`src/core/adv_regs_pkg.sv`:
```
/*
 Constants for the advanced register bank of the motion engine: register
 indexes, field positions, reset values and the window scheduling figures.
 Assumes byte-wide registers placed one per aligned APB word.
*/
package adv_regs_pkg;
    localparam int PADDR_W = 10;
    // Register indexes; byte address is four times the index
    localparam logic [7:0] IDX_FLAGS = 8'hF0;
    localparam logic [7:0] IDX_WCFG = 8'hF2;
    localparam logic [7:0] IDX_RATE_HI = 8'hF3;
    localparam logic [7:0] IDX_RATE_LO = 8'hF4;
    localparam logic [7:0] IDX_AVG = 8'hF5;
    localparam logic [7:0] IDX_DEB_TIME = 8'hF6;
    localparam logic [7:0] IDX_DEB_MASK = 8'hF7;
    localparam logic [7:0] IDX_TRS_SENSE = 8'hF8;
    localparam logic [7:0] IDX_NSE_SENSE = 8'hF9;
    localparam logic [7:0] IDX_SMP_HI = 8'hFA;
    localparam logic [7:0] IDX_SMP_LO = 8'hFB;
    localparam logic [7:0] IDX_DC_HI = 8'hFC;
    localparam logic [7:0] IDX_DC_LO = 8'hFD;
    // Fields of adv_status_flags
    localparam int BIT_REFRESH = 4;
    localparam int BIT_NEW = 3;
    localparam int BIT_ORIGIN = 2;
    localparam int BIT_NOISE = 1;
    localparam int BIT_TRANS = 0;
    localparam int FLAGS_W = 5;
    // Fields of adv_window_config, then the width of the sensitivity registers
    localparam int LOCK_LSB = 5;
    localparam int SIZE_LSB = 3;
    localparam int RATE_LSB = 0;
    localparam int SENSE_W = 7;
    // Reset values (hardware reset only; engine init never loads them)
    localparam logic [7:0] RST_BYTE = 8'h00;
    localparam logic [15:0] RST_WORD = 16'h0000;
    localparam logic [FLAGS_W-1:0] RST_FLAGS = 5'h00;
    // Window recalculation every UPD_BASE + UPD_STEP * rate samples
    localparam logic [4:0] UPD_BASE = 5'h04;
    localparam int UPD_STEP_SHIFT = 1;
    localparam logic [4:0] UPD_CNT_RST = 5'h00;
endpackage

```
`src/core/sched_if.sv`:
```
/*
 Carrier between the register bank and its window scheduler.
 Assumes both ends run on mclk.
*/
`timescale 1ns/10ps
interface sched_if;
    logic sample_valid;
    logic restart;
    logic [2:0] update_rate;
    logic recalc;
    modport bank (output sample_valid, output restart, output update_rate, input recalc);
    modport sched (input sample_valid, input restart, input update_rate, output recalc);
endinterface

```
`src/core/window_sched.sv`:
```
/*
 Counts fresh sensor samples and raises a one-cycle recalculation pulse
 once every 4 + 2 * rate samples.
 Assumes a synchronous mclk domain and a one-cycle sample_valid pulse.
*/
`timescale 1ns/10ps
module window_sched
    import adv_regs_pkg::*;
(
    input wire logic mclk,
    input wire logic rst,
    sched_if.sched sif
);
    logic [4:0] cnt_r, cnt_nxt;
    logic recalc_r, recalc_nxt;
    logic [4:0] period;

    always_comb begin
        period = UPD_BASE + (5'(sif.update_rate) << UPD_STEP_SHIFT);
        cnt_nxt = cnt_r;
        recalc_nxt = 1'b0;
        if (sif.restart) begin
            // History discard also restarts the window phase
            cnt_nxt = UPD_CNT_RST;
        end else if (sif.sample_valid) begin
            if (cnt_r + 5'h01 >= period) begin
                cnt_nxt = UPD_CNT_RST;
                recalc_nxt = 1'b1;
            end else begin
                cnt_nxt = cnt_r + 5'h01;
            end
        end
    end

    always_ff @(posedge mclk or posedge rst) begin
        if (rst) begin
            cnt_r <= UPD_CNT_RST;
            recalc_r <= 1'b0;
        end else begin
            cnt_r <= cnt_nxt;
            recalc_r <= recalc_nxt;
        end
    end

    assign sif.recalc = recalc_r;
endmodule

```
`src/core/pir_engine_advanced_regs.sv`:
```
/*
 Advanced configuration and status register bank of the motion engine,
 an APB slave with one byte register per aligned word.
 Assumes the engine core supplies single-cycle event pulses on mclk and
 consumes the configuration fields and fill/clear/recalc pulses.
*/
// The implementer's own choice: register access over APB.
`timescale 1ns/10ps
module pir_engine_advanced_regs
    import adv_regs_pkg::*;
(
    input wire logic mclk,
    input wire logic rst,
    input wire logic psel,
    input wire logic penable,
    input wire logic pwrite,
    input wire logic [PADDR_W-1:0] paddr,
    input wire logic [31:0] pwdata,
    input wire logic [3:0] pstrb,
    output logic [31:0] prdata,
    output logic pready,
    output logic pslverr,
    input wire logic sample_valid,
    input wire logic [15:0] sample_in,
    input wire logic [15:0] dc_in,
    input wire logic motion_event,
    input wire logic motion_extended,
    input wire logic noise_event,
    input wire logic transient_event,
    input wire logic engine_init,
    input wire logic rate_valid,
    input wire logic [15:0] rate_in,
    output logic fill_fast,
    output logic fill_normal,
    output logic history_clear,
    output logic limits_recalc,
    output logic [2:0] lock_level,
    output logic [1:0] window_size,
    output logic [7:0] averaging_amount,
    output logic [7:0] debounce_duration,
    output logic [7:0] debounce_run_mask,
    output logic [SENSE_W-1:0] transient_sensitivity,
    output logic [SENSE_W-1:0] noise_sensitivity
);
    logic [FLAGS_W-1:0] flags_r, flags_nxt;
    logic [7:0] wcfg_r, wcfg_nxt;
    logic [7:0] avg_r, avg_nxt;
    logic [7:0] dtime_r, dtime_nxt;
    logic [7:0] dmask_r, dmask_nxt;
    logic [SENSE_W-1:0] tsense_r, tsense_nxt;
    logic [SENSE_W-1:0] nsense_r, nsense_nxt;
    logic [15:0] rate_r, rate_nxt;
    logic [15:0] smp_r, smp_nxt;
    logic [15:0] dc_r, dc_nxt;
    logic [7:0] rdata_r, rdata_nxt;
    logic err_r, err_nxt;
    logic fast_r, fast_nxt;
    logic norm_r, norm_nxt;
    logic hist_r, hist_nxt;
    logic [7:0] idx;
    logic [7:0] wbyte;
    logic setup;
    logic wr;
    logic mapped;
    logic [7:0] rd_val;
    sched_if sif ();

    assign idx = paddr[PADDR_W-1:2];
    assign wbyte = pwdata[7:0];
    assign setup = psel && !penable;

    // Address decode; reads are sampled in the setup cycle
    always_comb begin
        mapped = (paddr[1:0] == 2'b00);
        rd_val = RST_BYTE;
        if (idx == IDX_FLAGS) begin
            rd_val = {3'b000, flags_r};
        end else if (idx == IDX_WCFG) begin
            rd_val = wcfg_r;
        end else if (idx == IDX_RATE_HI) begin
            rd_val = rate_r[15:8];
        end else if (idx == IDX_RATE_LO) begin
            rd_val = rate_r[7:0];
        end else if (idx == IDX_AVG) begin
            rd_val = avg_r;
        end else if (idx == IDX_DEB_TIME) begin
            rd_val = dtime_r;
        end else if (idx == IDX_DEB_MASK) begin
            rd_val = dmask_r;
        end else if (idx == IDX_TRS_SENSE) begin
            rd_val = {1'b0, tsense_r};
        end else if (idx == IDX_NSE_SENSE) begin
            rd_val = {1'b0, nsense_r};
        end else if (idx == IDX_SMP_HI) begin
            rd_val = smp_r[15:8];
        end else if (idx == IDX_SMP_LO) begin
            rd_val = smp_r[7:0];
        end else if (idx == IDX_DC_HI) begin
            rd_val = dc_r[15:8];
        end else if (idx == IDX_DC_LO) begin
            rd_val = dc_r[7:0];
        end else begin
            mapped = 1'b0;
        end
    end

    // Zero wait states; a write lands at the access edge
    assign wr = psel && penable && pwrite && mapped && pstrb[0];

    always_comb begin
        flags_nxt = flags_r;
        wcfg_nxt = wcfg_r;
        avg_nxt = avg_r;
        dtime_nxt = dtime_r;
        dmask_nxt = dmask_r;
        tsense_nxt = tsense_r;
        nsense_nxt = nsense_r;
        rate_nxt = rate_r;
        smp_nxt = smp_r;
        dc_nxt = dc_r;
        rdata_nxt = rdata_r;
        err_nxt = err_r;
        hist_nxt = 1'b0;
        // Init only chooses the fill method; configuration stays untouched
        fast_nxt = engine_init && flags_r[BIT_REFRESH];
        norm_nxt = engine_init && !flags_r[BIT_REFRESH];
        if (setup) begin
            rdata_nxt = pwrite ? RST_BYTE : rd_val;
            err_nxt = !mapped;
        end
        if (wr) begin
            if (idx == IDX_FLAGS) begin
                // Origin bit is read-only; bits 7-5 are dropped
                flags_nxt[BIT_REFRESH] = wbyte[BIT_REFRESH];
                flags_nxt[BIT_NEW] = wbyte[BIT_NEW];
                flags_nxt[BIT_NOISE] = wbyte[BIT_NOISE];
                flags_nxt[BIT_TRANS] = wbyte[BIT_TRANS];
                hist_nxt = wbyte[BIT_REFRESH];
            end else if (idx == IDX_WCFG) begin
                wcfg_nxt = wbyte;
            end else if (idx == IDX_AVG) begin
                avg_nxt = wbyte;
            end else if (idx == IDX_DEB_TIME) begin
                dtime_nxt = wbyte;
            end else if (idx == IDX_DEB_MASK) begin
                dmask_nxt = wbyte;
            end else if (idx == IDX_TRS_SENSE) begin
                tsense_nxt = wbyte[SENSE_W-1:0];
            end else if (idx == IDX_NSE_SENSE) begin
                nsense_nxt = wbyte[SENSE_W-1:0];
            end
        end
        // Engine sets after software clears so a same-cycle event survives
        if (sample_valid) begin
            flags_nxt[BIT_NEW] = 1'b1;
            smp_nxt = sample_in;
        end
        if (motion_event) begin
            flags_nxt[BIT_ORIGIN] = motion_extended;
        end
        if (noise_event) begin
            flags_nxt[BIT_NOISE] = 1'b1;
        end
        if (transient_event) begin
            flags_nxt[BIT_TRANS] = 1'b1;
        end
        if (rate_valid) begin
            rate_nxt = rate_in;
        end
        if (sif.recalc) begin
            dc_nxt = dc_in;
        end
    end

    always_ff @(posedge mclk or posedge rst) begin
        if (rst) begin
            flags_r <= RST_FLAGS;
            wcfg_r <= RST_BYTE;
            avg_r <= RST_BYTE;
            dtime_r <= RST_BYTE;
            dmask_r <= RST_BYTE;
            tsense_r <= RST_BYTE[SENSE_W-1:0];
            nsense_r <= RST_BYTE[SENSE_W-1:0];
            rate_r <= RST_WORD;
            smp_r <= RST_WORD;
            dc_r <= RST_WORD;
            rdata_r <= RST_BYTE;
            err_r <= 1'b0;
            fast_r <= 1'b0;
            norm_r <= 1'b0;
            hist_r <= 1'b0;
        end else begin
            flags_r <= flags_nxt;
            wcfg_r <= wcfg_nxt;
            avg_r <= avg_nxt;
            dtime_r <= dtime_nxt;
            dmask_r <= dmask_nxt;
            tsense_r <= tsense_nxt;
            nsense_r <= nsense_nxt;
            rate_r <= rate_nxt;
            smp_r <= smp_nxt;
            dc_r <= dc_nxt;
            rdata_r <= rdata_nxt;
            err_r <= err_nxt;
            fast_r <= fast_nxt;
            norm_r <= norm_nxt;
            hist_r <= hist_nxt;
        end
    end

    // A refresh write and a fast fill both restart the window count
    assign sif.sample_valid = sample_valid;
    assign sif.restart = hist_r || fast_r;
    assign sif.update_rate = wcfg_r[RATE_LSB +: 3];

    window_sched u_sched (
        .mclk(mclk),
        .rst(rst),
        .sif(sif)
    );

    assign prdata = {24'h000000, rdata_r};
    // No wait states: every access completes in its first access cycle
    assign pready = 1'b1;
    // Error shows only in the access phase so an idle bus never sees it
    assign pslverr = psel && penable && err_r;
    assign fill_fast = fast_r;
    assign fill_normal = norm_r;
    assign history_clear = hist_r || fast_r;
    assign limits_recalc = sif.recalc;
    assign lock_level = wcfg_r[LOCK_LSB +: 3];
    assign window_size = wcfg_r[SIZE_LSB +: 2];
    assign averaging_amount = avg_r;
    assign debounce_duration = dtime_r;
    assign debounce_run_mask = dmask_r;
    assign transient_sensitivity = tsense_r;
    assign noise_sensitivity = nsense_r;
endmodule

```
`config.mk`:
```
export PLATFORM = sky130hd
export DESIGN_NAME = pir_engine_advanced_regs
export DESIGN_NICKNAME = d
export VERILOG_FILES = /design/src/core/adv_regs_pkg.sv /design/src/core/sched_if.sv /design/src/core/window_sched.sv /design/src/core/pir_engine_advanced_regs.sv
export SDC_FILE = /design/constraint.sdc
export NUM_CORES = 1
export LEC_CHECK = 0
export CORE_ASPECT_RATIO = 1.75
export CORE_MARGIN = 2
export CORE_UTILIZATION = 40
export CTS_BUF_LIST = sky130_fd_sc_hd__clkbuf_8
export DETAILED_ROUTE_END_ITERATION = 8
export DONT_BUFFER_PORTS = 1
export GPL_ROUTABILITY_DRIVEN = 0
export PLACE_DENSITY_LB_ADDON = 0.1
export SLEW_MARGIN = 5
export SYNTH_ARGS = -nofsm -noshare
export SYNTH_HDL_FRONTEND = slang
export SYNTH_HIERARCHICAL = 1
export SYNTH_SLANG_ARGS = --single-unit
```
`constraint.sdc`:
```
create_clock -name mclk -period 3.97 [get_ports mclk]
set_input_delay 0.9925 -clock mclk [delete_from_list [all_inputs] [get_ports mclk]]
set_output_delay 0.9925 -clock mclk [all_outputs]
set_load 0.01 [all_outputs]
```
=== After elaboration in Yosys (flattened, before gate mapping) ===
Index checks and enable logic that the tools add are counted.

* Equality and inequality tests: 13
* Mux-type cells: 42
* Shift operators: 0
* Add/subtract/negate cells: 2
* Order comparisons: 1
* $mul: 0
* Reduce and logical (&&, ||, !) cells: 30
* Bitwise operators: 6
* Div/mod/pow operators: 0

{| class="wikitable"
|+ Operator list
! operator !! number
|-
| $mux 8 || 14
|-
| $eq 8x8->1 const B || 13
|-
| $mux 1 || 23
|-
| $mux 5 || 3
|-
| $reduce_bool 2->1 || 7
|-
| $logic_and 1x1->1 || 8
|-
| $reduce_and 2->1 || 4
|-
| $reduce_and 8->1 || 1
|-
| $reduce_and 7->1 || 1
|-
| $not 1->1 || 6
|-
| $reduce_and 6->1 || 1
|-
| $add 3x4->5 const A || 1
|-
| $add 5x1->5 const B || 1
|-
| $ge 5x5->1 || 1
|-
| $reduce_and 5->1 || 1
|-
| $mux 2 || 2
|-
| $reduce_and 4->1 || 1
|-
| $logic_not 1->1 || 3
|-
| $reduce_and 3->1 || 1
|-
| $logic_not 2->1 || 1
|-
| $logic_or 1x1->1 || 1
|}

* ROM bits: 0
* Bits in latches: 0
* Bits of input ports: 106
* Flip-flop bits (word level): 117
* Output and inout port bits: 81
* Bits in writable memories: 0
* Memories: 0

=== Depth between registers and ports, before layout ===
Gate-level depths: netlist (run 1).

* Depth after elaboration: 18
* Mapped depth: 8

=== By module ===
The synthesis (run 1) kept the hierarchy.

{| class="wikitable"
|+ By module, submodules not included
! module !! cells an instance !! instances !! area an instance (sq um) !! seq. area each (sq um)
|-
| pir_engine_advanced_regs || 523 || 1 || 5786.8 || 2777.7
|-
| window_sched || 45 || 1 || 419.2 || 150.1
|}

=== Worst setup path after synthesis (run 1) ===
No wires, ideal clock.

* Path kind: input-to-reg
* From: input paddr[3]
* To: register avg_r[0] (netlist: averaging_amount[0])
* Setup time: 0.125 ns
* Buffers on the path: 1
* Data required time: 3.845 ns
* Arrival time: 2.506 ns
* Stages: 6
* Slack: 1.339 ns
* Path through: buf_4 a311o_1 a2111o_1 nor2_2 nand2_1 mux2_2

* Cells in the longest elaborated chain, start to end: 17
* Elaborated cells between the ends (all ways): 31
* Those cells by class: eq/ne: 13; mux: 13; bitwise: 2; reduce/logical: 3

{| class="wikitable"
|+ RTL lines
! what !! RTL line !! source
|-
| from (decl) || pir_engine_advanced_regs.sv:17 || <nowiki>input wire logic [PADDR_W-1:0] paddr,</nowiki>
|-
| $eq 8x8->1 || pir_engine_advanced_regs.sv:100 || <nowiki>end else if (idx == IDX_DC_LO) begin</nowiki>
|-
| $mux 1 || pir_engine_advanced_regs.sv:100 ||
|-
| $mux 1 || pir_engine_advanced_regs.sv:98 || <nowiki>end else if (idx == IDX_DC_HI) begin</nowiki>
|-
| $mux 1 || pir_engine_advanced_regs.sv:96 || <nowiki>end else if (idx == IDX_SMP_LO) begin</nowiki>
|-
| $mux 1 || pir_engine_advanced_regs.sv:94 || <nowiki>end else if (idx == IDX_SMP_HI) begin</nowiki>
|-
| $mux 1 || pir_engine_advanced_regs.sv:92 || <nowiki>end else if (idx == IDX_NSE_SENSE) begin</nowiki>
|-
| $mux 1 || pir_engine_advanced_regs.sv:90 || <nowiki>end else if (idx == IDX_TRS_SENSE) begin</nowiki>
|-
| $mux 1 || pir_engine_advanced_regs.sv:88 || <nowiki>end else if (idx == IDX_DEB_MASK) begin</nowiki>
|-
| $mux 1 || pir_engine_advanced_regs.sv:86 || <nowiki>end else if (idx == IDX_DEB_TIME) begin</nowiki>
|-
| $mux 1 || pir_engine_advanced_regs.sv:84 || <nowiki>end else if (idx == IDX_AVG) begin</nowiki>
|-
| $mux 1 || pir_engine_advanced_regs.sv:82 || <nowiki>end else if (idx == IDX_RATE_LO) begin</nowiki>
|-
| $mux 1 || pir_engine_advanced_regs.sv:80 || <nowiki>end else if (idx == IDX_RATE_HI) begin</nowiki>
|-
| $mux 1 || pir_engine_advanced_regs.sv:78 || <nowiki>end else if (idx == IDX_WCFG) begin</nowiki>
|-
| $mux 1 || pir_engine_advanced_regs.sv:76 || <nowiki>if (idx == IDX_FLAGS) begin</nowiki>
|-
| $logic_and 1x1->1 (2 in a row) || pir_engine_advanced_regs.sv:108 || <nowiki>assign wr = psel && penable && pwrite && mapped && pstrb[0];</nowiki>
|-
| $reduce_and 4->1 (no source line) * || - ||
|-
| to (signal assigned) || pir_engine_advanced_regs.sv:195 || <nowiki>avg_r <= avg_nxt;</nowiki>
|-
| to (decl) || pir_engine_advanced_regs.sv:47 || <nowiki>logic [7:0] avg_r, avg_nxt;</nowiki>
|}

Every way passes the cells marked *; elsewhere a longest branch is shown, timed or not.
A chain may end at the register's enable or synchronous reset.

=== Worst setup path after layout (run 1) ===
* From: input paddr[8]
* To: register wcfg_r[6]

* Cells in the longest elaborated chain, start to end: 17
* Elaborated cells between the ends (all ways): 30
* Those cells by class: eq/ne: 13; mux: 13; bitwise: 1; reduce/logical: 3

{| class="wikitable"
|+ RTL lines
! what !! RTL line !! source
|-
| $eq 8x8->1 || pir_engine_advanced_regs.sv:100 ||
|-
| $mux 1 || pir_engine_advanced_regs.sv:100 ||
|-
| $mux 1 || pir_engine_advanced_regs.sv:98 ||
|-
| $mux 1 || pir_engine_advanced_regs.sv:96 ||
|-
| $mux 1 || pir_engine_advanced_regs.sv:94 ||
|-
| $mux 1 || pir_engine_advanced_regs.sv:92 ||
|-
| $mux 1 || pir_engine_advanced_regs.sv:90 ||
|-
| $mux 1 || pir_engine_advanced_regs.sv:88 ||
|-
| $mux 1 || pir_engine_advanced_regs.sv:86 ||
|-
| $mux 1 || pir_engine_advanced_regs.sv:84 ||
|-
| $mux 1 || pir_engine_advanced_regs.sv:82 ||
|-
| $mux 1 || pir_engine_advanced_regs.sv:80 ||
|-
| $mux 1 || pir_engine_advanced_regs.sv:78 ||
|-
| $mux 1 || pir_engine_advanced_regs.sv:76 ||
|-
| $logic_and 1x1->1 (2 in a row) || pir_engine_advanced_regs.sv:108 ||
|-
| $reduce_and 3->1 (no source line) * || - ||
|-
| to (signal assigned) || pir_engine_advanced_regs.sv:194 || <nowiki>wcfg_r <= wcfg_nxt;</nowiki>
|-
| to (decl) || pir_engine_advanced_regs.sv:46 || <nowiki>logic [7:0] wcfg_r, wcfg_nxt;</nowiki>
|}

Marks and branches as above.

==> results of run 1 <==
==> final cells by class <==
class,count,area (µm²)
fillers,1475,8670
multi-input cells,393,2940
flip-flops and latches,117,2930
clock buffers,17,234
well taps,186,233
clock inverters,14,163
repair buffers,11,82.6
inverters,17,66.3
==> final timing paths <==
path	start	cells past startpoint	endpoint
min in group mclk	flags_r[0]$_DFFE_PP0P_	1	flags_r[0]$_DFFE_PP0P_
setup reg to reg	u_sched/cnt_r[0]$_DFFE_PP0P_	8	u_sched/cnt_r[4]$_DFFE_PP0P_
hold / removal	rst	1	u_sched/cnt_r[0]$_DFFE_PP0P_
hold reg to reg	flags_r[0]$_DFFE_PP0P_	1	flags_r[0]$_DFFE_PP0P_
max in group asynchronous	rst	2	rate_r[13]$_DFFE_PP0P_
setup / recovery	paddr[8]	4	wcfg_r[6]$_DFFE_PP0P_
==> Yosys cell counts (all sizes together) (5+ instances only) <==
| cell | number |
|---|---|
| nand3 | 19 |
| dfrtp | 117 |
| o22ai | 5 |
| a31oi | 8 |
| clkbuf | 21 |
| nand4 | 5 |
| a221oi | 6 |
| o21ai | 30 |
| inv | 17 |
| a32oi | 7 |
| a211o | 5 |
| nor2b | 13 |
| and3b | 5 |
| nand2 | 30 |
| buf | 43 |
| nor2 | 23 |
| nand2b | 8 |
| a21oi | 20 |
| o31ai | 5 |
| ha | 6 |
| mux2 | 97 |
| nor3 | 11 |
| a2111oi | 5 |
==> placed cells by master (no fill, tap or decap), types with 5 or more instances in the layout <==
cell | Yosys | final
a32oi_1 | 7 | 7
nor3_1 | 9 | 9
a21oi_1 | 19 | 19
and3b_1 | 5 | 5
nor2_1 | 22 | 22
mux2_2 | 97 | 97
inv_1 | 17 | 17
ha_1 | 6 | 6
a31oi_1 | 8 | 8
nand3_1 | 17 | 17
nand4_1 | 5 | 5
buf_4 | 31 | 11
o21ai_0 | 30 | 30
dfrtp_1 | 117 | 117
clkbuf_8 | 0 | 17
o22ai_1 | 5 | 5
nand2b_1 | 8 | 8
nand2_1 | 28 | 28
nor2b_1 | 13 | 13
a221oi_1 | 6 | 6
conb_1 | 2 | 25
o31ai_1 | 5 | 5
a211o_1 | 5 | 5
==> stage by stage <==
step	setup slack [ps]	cells	utilization (%)	hold WS [ps]	instance area, µm²
6_report	1320	755	43.4	363	6650
5_1_grt	1180	755	43.4	362	6650
4_1_cts	1360	755	43.4	340	6650
3_5_place_dp	922	724	40.8	470	6250
3_3_place_gp	937	724	40.8	469	6250
2_1_floorplan	46.8	591	-	431	6290
==> report_power, final <==
part / total, µW / internal, µW / switching [µW]
clock: 1120 / 613 / 512
combinational: 419 / 216 / 204
sequential: 1440 / 1330 / 110
==> flip-flops by register name, summed over array words and instances (netlist names), 5 cells and up <==
signal	flops
averaging_amount	8
dc_r	16
debounce_duration	8
debounce_run_mask	8
flags_r	5
noise_sensitivity	7
rate_r	16
rdata_r	8
smp_r	16
transient_sensitivity	7
u_sched/cnt_r	5
wcfg_r	8
==> layer usage <==
| layer | up-vias | routed length, µm |
|---|---|---|
| met5 | - | 0 |
| met4 | 0 | 902 |
| met3 | 46 | 1260 |
| met2 | 190 | 9860 |
| met1 | 2235 | 6820 |
| li1 | 2019 | - |
==> worst max-delay path, cell delays in order <==
cell	delay (ps)
nand4_1	470
a2111oi_1	610
nand2_1	470
mux2_2	410
==> cell families (layout without fill, tap and decap cells) <==
logic type      after synthesis  after routing  synth area share (%)
simple gates                131            131                  11.4
mux                         102            102                  18.6
other cells                   2             25                 0.121
compound gates              126            126                  14.3
flops                       117            117                  47.2
buf+inv                      81             59                  6.83
xor+xnor                      3              3                 0.423
fa+ha+maj                     6              6                  1.21
==> flow_metrics.py, run 1 <==
metrics = {
    "outcome": {
        "run_status": "completed",
    },
    "cells_and_area": {
        "syn2layout_area_growth_pct": 7.10,
        "final_layout_size_suffix_gt1_share_pct": 27.6,
        "nets": 669,
        "num_antenna_cells": 0,
    },
    "floorplanning": {
        "initial_utilization_pct": 40.5,
        "area_of_the_die_mm2": 0.0166,
        "die_height_um": 169,
        "design.core.area_mm2": 0.0153,
        "die-width_um": 98.2,
        "io_pins": 187,
        "std_cell_rows": 60,
    },
    "power_and_ir_drop": {
        "power_density_normalized_to_cell_area_mw_per_mm2": 450,
        "power.total_uw": 2990,
        "power.ir.vdd_worst_uv": 205,
        "p_leak_uw": 0.00295,
    },
    "global_route": {
        "globalRouteMet1Util_pct": 25.1,
        "grt.total_usage_pct": 22.9,
        "number_of_global_route_vias_before_repair": 4753,
        "grt_util_met2_pct": 39.5,
        "antenna_violations_before_repair": 0,
        "gr-total-overflow": 0,
        "first_pass_grt_wire_length_um": 28600,
        "grt_busiest_layer": "met2",
        "use_met3_pct": 6.77,
        "grt_max_degree": 80,
    },
    "place": {
        "detailed_place_hpwl_um": 13900,
        "port-buffer-count": 0,
    },
    "hold_path": {
        "holdCritPathClass": "in -> async",
    },
    "yosys": {
        "synthDominantAreaCellType": "dfrtp_1",
        "synth_async_sr_flop_share_pct": 100,
        "synthDistinctLibCells": 64,
        "synth_enable_flop_cells": 0,
        "portion_of_the_post_synthesis_area_used_by_sequential_elements_pct": 47.2,
        "post_synth_inst_count": 568,
        "syn-mean-instance-area_um2": 10.9,
        "synth_seq_cells": 117,
        "synth_warnings": 6,
        "post_synth_main_area_contributors": "dfrtp_1, mux2_2, buf_4, o21ai_0, nand2_1",
        "synth_top_flop_cell": "dfrtp_1",
        "netlist_area_mm2": 0.00621,
        "post-synth-top-area-fraction_pct": 47.2,
    },
    "clocking": {
        "cts_root_buf": "clkbuf_8",
        "cts-root-to-sink-buffers": 2,
        "cts_htree_levels": 4,
        "tritoncts_num_sinks": 117,
        "cts.reportedPaths.clkPinSlew_ps": 70,
        "ctsHoldBuffers": 0,
        "insertion_delay_ps": 430,
        "tritoncts.num_buffers": 17,
        "post_cts.repair.setup_buffers": 0,
        "post_cts_resize_count": 0,
        "cts_tree": "done",
    },
    "timing": {
        "fin_crit_sh_pct": 66.7,
        "grt_setup_unrepaired": "false",
        "period_needed_ps": 2650,
        "setup_viol_count_final": 0,
        "finalMaxSlewViolations": 0,
        "finalClockSkew_ps": 12.4,
        "fmax_ghz": 0.378,
        "worst-slew-pin-transition_ps": 1020,
        "report.final.hold_viol_count": 0,
        "fin_setup_tns_ps": 0,
        "slew_headroom_pct": 32.2,
    },
    "setup_path": {
        "path_max_fanout": 12,
        "reg2reg_slack_ps": 1830,
        "setup.worst_path.class": "in -> reg",
        "end_kind": "flop",
        "critPathArrivalTime_ps": 2960,
        "critical_path_required_ps": 4280,
        "startpoint_type": "primary input",
    },
    "job": {
        "drv_cap": 0,
    },
    "routing": {
        "drt_pre_antenna_iters": 4,
        "route.antenna.remaining_nets": 0,
        "initialDrtViolationCount": 215,
        "drt-total-wl_um": 18900,
        "detail_route.wl_per_cell_um": 25.0,
        "route.detailed.vias_per_inst": 5.95,
        "routed-via-count": 4490,
        "drc": 0,
    },
}
Power figures use the tool's default switching activity.
==> run 2, diff against run 1 <==
==> constraint.sdc (replaced) <==
create_clock -name mclk -period 2.5 [get_ports mclk]
set_input_delay 0.625 -clock mclk [delete_from_list [all_inputs] [get_ports mclk]]
set_output_delay 0.625 -clock mclk [all_outputs]
set_load 0.01 [all_outputs]
==> run 2 against run 1 <==
  * Combinational power grew 60%
  * Die area did not move
  * Highest routed layer unchanged
  * Clock-buffer cell count is 1 higher
  * Global-route usage down 0.39 points
  * Final area up 2.1%
  * Total power increased by 58%
  * Core utilization rose by 0.92 points
  * First-iteration DRC count down 4.7%
  * Cell count grew 2.3%
  * Worst setup slack lost 900 ps
==> flow_metrics.py, run 2 (synthesis results as in run 1) <==
metrics = {
    "global_route": {
        "number_of_global_route_vias_before_repair": 4750,
        "grt_max_degree": 112,
        "antenna_violations_before_repair": 0,
        "grt.total_usage_pct": 22.5,
        "first_pass_grt_wire_length_um": 28300,
        "gr-total-overflow": 0,
    },
    "clocking": {
        "insertion_delay_ps": 430,
        "cts_root_buf": "clkbuf_8",
        "post_cts.repair.setup_buffers": 0,
        "cts.reportedPaths.clkPinSlew_ps": 80,
        "ctsHoldBuffers": 1,
        "tritoncts.num_buffers": 17,
        "tritoncts_num_sinks": 117,
        "cts-root-to-sink-buffers": 2,
        "cts_htree_levels": 4,
        "post_cts_resize_count": 0,
        "cts_tree": "done",
    },
    "timing": {
        "hold_ws_ps": 220,
        "fin_setup_tns_ps": 0,
        "finalClockSkew_ps": 17.1,
        "fmax_ghz": 0.482,
        "setup_viol_count_final": 0,
        "grt_setup_unrepaired": "false",
        "period_needed_ps": 2070,
        "fin_crit_sh_pct": 82.9,
        "finalMaxSlewViolations": 0,
        "slew_headroom_pct": 47.7,
        "report.final.hold_viol_count": 0,
        "worst-slew-pin-transition_ps": 765,
    },
    "floorplanning": {
        "area_of_the_die_mm2": 0.0166,
        "design.core.area_mm2": 0.0153,
        "initial_utilization_pct": 40.5,
        "die_height_um": 169,
        "std_cell_rows": 60,
        "die-width_um": 98.2,
        "io_pins": 187,
    },
    "cells_and_area": {
        "layout_commonest_cell": "dfrtp_1",
        "mostFrequentLayoutCells": "dfrtp_1, mux2_2, o21ai_0, nand2_1",
        "fin_cells": 772,
        "nFillCells": 1467,
        "syn2layout_area_growth_pct": 9.38,
        "final_layout_size_suffix_gt1_share_pct": 29.7,
        "largestRegisters": "dc_r (16), rate_r (16), smp_r (16)",
        "nets": 685,
        "num_antenna_cells": 0,
    },
    "outcome": {
        "run_status": "completed",
    },
    "setup_path": {
        "critPathArrivalTime_ps": 2390,
        "startpoint_type": "flop",
        "setup.worst_path.class": "reg -> reg",
        "end_kind": "flop",
        "critical_path_required_ps": 2820,
        "reg2reg_slack_ps": 430,
        "path_max_fanout": 5,
    },
    "routing": {
        "route.antenna.remaining_nets": 0,
        "drt-total-wl_um": 18500,
        "maxUsedRoutingLayer": "met4",
        "drt_pre_antenna_iters": 4,
        "initialDrtViolationCount": 205,
        "routedLengthMet1_um": 6750,
        "drc": 0,
        "route.detailed.vias_per_inst": 5.84,
        "route.met2.wl_um": 9840,
        "routed-via-count": 4508,
        "detailroute.wirelength.met3_um": 1140,
        "detail_route.wl_per_cell_um": 24.0,
    },
    "power_and_ir_drop": {
        "power.ir.vdd_worst_uv": 533,
        "p_leak_uw": 0.00302,
        "power_density_normalized_to_cell_area_mw_per_mm2": 697,
    },
    "place": {
        "place.detailed.instances": 739,
        "port-buffer-count": 0,
        "detailed_place_hpwl_um": 13800,
    },
    "job": {
        "drv_cap": 0,
    },
    "hold_path": {
        "holdCritPathClass": "in -> async",
    },
}
[run 2: final timing paths]
path,from,end,cells after the start
max,u_sched/cnt_r[0]$_DFFE_PP0P_,u_sched/cnt_r[2]$_DFFE_PP0P_,8
min,rst,flags_r[2]$_DFFE_PP0P_,2
max reg2reg,u_sched/cnt_r[0]$_DFFE_PP0P_,u_sched/cnt_r[2]$_DFFE_PP0P_,8
min reg2reg,flags_r[4]$_DFFE_PP0P_,fill_normal$_DFF_PP0_,1
max in group asynchronous,rst,u_sched/cnt_r[3]$_DFFE_PP0P_,2
min in group mclk,transient_event,flags_r[0]$_DFFE_PP0P_,1
[run 2: worst max-delay path: stages (launching register included)]
cell,delay [ps]
dfrtp_1,420
ha_1,250
nand3_1,100
xor2_1,200
inv_1,70
ha_1,300
a21oi_2,230
nand3b_2,140
o31ai_1,260
[run 2: area by class of cell]
| type | count | area, µm² | share of cell area, % |
|---|---|---|---|
| multi-input cells | 393 | 2940 | 43.3 |
| flip-flops and latches | 117 | 2930 | 43.1 |
| clock buffers | 18 | 248 | 3.65 |
| well taps | 186 | 233 | 3.43 |
| repair buffers | 27 | 218 | 3.21 |
| clock inverters | 14 | 154 | 2.27 |
| inverters | 17 | 67.6 | 0.995 |
[run 2: power breakdown]
part / switching [µW] / total (µW) / internal, µW
clock network: 846 / 1770 / 922
registers: 173 / 2290 / 2120
logic: 321 / 672 / 351
total: 1340 / 4730 / 3390
[run 2: through the flow]
step                power, µW  utilization (%)  worst slack [ps]  cell area (µm²)
floorplan                2880                -               237             6300
global placement         2970             41.6              46.6             6380
finish                   4730             44.3               427             6790
CTS                      4780             44.3               438             6790
global route             4960             44.3               280             6790
detailed placement       3010             41.6              44.4             6380
[run 2: metal layers]
metal | track usage [%] | vias to the layer above
met4 | 11.0 | 0
met2 | 40.0 | 174
met5 | 0 | -
met1 | 25.1 | 2245
li1 | - | 2056
met3 | 5.24 | 33
==> run 3, diff against run 2 <==
==> constraint.sdc (replaced) <==
create_clock -name mclk -period 2.07 [get_ports mclk]
set_input_delay 0.5175 -clock mclk [delete_from_list [all_inputs] [get_ports mclk]]
set_output_delay 0.5175 -clock mclk [all_outputs]
set_load 0.01 [all_outputs]
==> run 3 against run 2 <==
  * Clock power grew 39%
  * Register-to-register slack lost 300 ps
  * Global-route usage shrank 0.13 points
  * Combinational power grew 38%
  * Total power grew 29%
  * Die area is the same
  * Critical path depth is the same
  * Non-clock buffer count grew 10
  * Largest cell class unchanged
  * Largest power group unchanged
  * Highest routed layer unchanged
==> flow_metrics.py, run 3 (synthesis results as in run 1) <==
metrics = {
    "outcome": {
        "run_status": "completed",
    },
    "setup_path": {
        "cell_family_contributing_the_most_delay_on_the_critical_path": "compound AO/OA/AOI/OAI gates",
        "worst_path_max_delay_cell": "dfrtp_2",
        "path_max_fanout": 5,
        "setup.worst_path.class": "reg -> reg",
        "critical_path.max_stage_delay_ps": 450,
        "critical_path.n_buffers_inverters": 1,
        "critPathArrivalTime_ps": 2260,
        "critical-path-top-cell-by-count": "ha_4",
        "end_kind": "flop",
        "startpoint_type": "flop",
        "cp_cell_sequence": "ha_4 -> nand3_2 -> xor2_2 -> inv_1 -> ha_4 -> o211ai_1 -> a31o_2 -> a41o_1",
        "critical_path_required_ps": 2380,
    },
    "routing": {
        "drt-total-wl_um": 18500,
        "drc": 0,
        "detail_route.wl_per_cell_um": 23.6,
        "route.antenna.remaining_nets": 0,
        "drt_pre_antenna_iters": 5,
        "route.detailed.vias_per_inst": 5.90,
        "initialDrtViolationCount": 284,
        "routed-via-count": 4615,
    },
    "clocking": {
        "tritoncts_num_sinks": 117,
        "insertion_delay_ps": 430,
        "cts_root_buf": "clkbuf_8",
        "tritoncts.num_buffers": 17,
        "cts.reportedPaths.clkPinSlew_ps": 70,
        "cts-root-to-sink-buffers": 2,
        "cts_htree_levels": 4,
        "cts_tree": "done",
    },
    "timing": {
        "hold_ws_ps": 116,
        "finalClockSkew_ps": 8.24,
        "fmax_ghz": 0.514,
        "fin_crit_sh_pct": 94.0,
        "fin_setup_tns_ps": 0,
        "setup_viol_count_final": 0,
        "grt_setup_unrepaired": "true",
        "worst-slew-pin-transition_ps": 726,
        "finalMaxSlewViolations": 0,
        "period_needed_ps": 1950,
        "report.final.hold_viol_count": 0,
        "slew_headroom_pct": 50.4,
    },
    "power_and_ir_drop": {
        "switching_share_pct": 26.0,
        "netSwitchingPower_uw": 1590,
        "power_frac_clock_pct": 40.1,
        "p_seq_share_pct": 44.7,
        "power.ir.vdd_worst_uv": 456,
        "internal_power_uw": 4530,
        "p_leak_uw": 0.00310,
        "combPwrFrac_pct": 15.1,
        "power_density_normalized_to_cell_area_mw_per_mm2": 876,
        "power.total_uw": 6120,
    },
    "cells_and_area": {
        "num_antenna_cells": 0,
        "final_cell_area_mm2": 0.00699,
        "mostFrequentLayoutCells": "dfrtp_1, mux2_2, buf_4, o21ai_0, nand2_1",
        "nFillCells": 1496,
        "syn2layout_area_growth_pct": 12.7,
        "multiInputGateArea_mm2": 0.00300,
        "layout_commonest_cell": "dfrtp_1",
        "largestRegisters": "dc_r (16), rate_r (16), smp_r (16)",
        "nets": 695,
        "register_area_mm2": 0.00293,
        "final_layout_size_suffix_gt1_share_pct": 32.2,
    },
    "global_route": {
        "globalRouteMet1Util_pct": 24.8,
        "grt_util_met2_pct": 39.5,
        "grt.total_usage_pct": 22.4,
        "grt_busiest_layer": "met2",
        "first_pass_grt_wire_length_um": 28200,
        "gr-total-overflow": 0,
        "number_of_global_route_vias_before_repair": 4891,
        "antenna_violations_before_repair": 0,
        "grt_max_degree": 112,
        "use_met3_pct": 6.98,
    },
    "floorplanning": {
        "design.core.area_mm2": 0.0153,
        "initial_utilization_pct": 40.5,
        "die_height_um": 169,
        "io_pins": 187,
        "die-width_um": 98.2,
        "area_of_the_die_mm2": 0.0166,
        "std_cell_rows": 60,
    },
    "place": {
        "detailed_place_hpwl_um": 13600,
        "port-buffer-count": 0,
        "placedInstanceArea_mm2": 0.00645,
    },
    "job": {
        "drv_cap": 0,
    },
    "hold_path": {
        "holdCritPathClass": "in -> async",
    },
}
run 3: changes by cell type in the layout (fill, tap and decap cells not counted), moves of 2 or more:
| cell | delta |
|---|---|
| buf_4 | +10 |
| clkinv_4 | -4 |
| bufinv_16 | +3 |
| clkinvlp_4 | +2 |
| dfrtp_1 | -2 |
| dfrtp_2 | +2 |
| ha_1 | -2 |
| ha_4 | +2 |
| inv_6 | -2 |
run 3: timing repair:
item                                    in CTS  in global routing
buffers inserted                             0                  2
pin swaps                                    0                  5
hold buffers                                 1                  0
endpoints found under the setup margin       3                  6
resized for setup                            0                  9
hold endpoints to repair                     6                  0
run 3: layout make-up:
| type | count | share of cell area, % |
|---|---|---|
| clock inverters | 13 | 2.93 |
| clock buffers | 19 | 3.74 |
| flip-flops and latches | 117 | 41.9 |
| repair buffers | 37 | 4.19 |
| well taps | 186 | 3.33 |
| multi-input cells | 393 | 43.0 |
| inverters | 17 | 0.966 |
run 3: path summary, 6_finish.rpt:
path                                                   start                           end  slack (ps)  cells past startpoint
worst max-delay path            u_sched/cnt_r[0]$_DFFE_PP0P_  u_sched/cnt_r[0]$_DFFE_PP0P_         120                      8
worst min-delay path                                     rst         rate_r[0]$_DFFE_PP0P_         120                      2
worst max register to register  u_sched/cnt_r[0]$_DFFE_PP0P_  u_sched/cnt_r[0]$_DFFE_PP0P_         120                      8
worst min register to register        flags_r[1]$_DFFE_PP0P_        flags_r[1]$_DFFE_PP0P_         490                      1
max in group asynchronous                                rst  u_sched/cnt_r[0]$_DFFE_PP0P_        1420                      2
min in group mclk                            transient_event        flags_r[0]$_DFFE_PP0P_         190                      1
run 3: metal layers:
layer / wire length [µm] / vias up
met3: 1360 / 35
li1: - / 2071
met5: 0 / -
met1: 6690 / 2306
met2: 9800 / 203
met4: 618 / 0
run 3: power by group through the flow:
stage	combinational, µW	sequential, µW	clock [µW]
after floorplan	761	2710	0
after global placement	822	2760	0
after detailed placement	857	2770	0
after CTS	864	2730	2510
after global routing	1040	2780	2620
final	926	2740	2460
run 3: through the flow:
stage	std cells	setup slack, ps	utilization, %
finish	782	125	45.7
global route	782	-7.44	45.7
floorplan	591	-3.23	-
global placement	747	-264	42.1
detailed placement	747	-198	42.1
CTS	780	-21.7	45.2
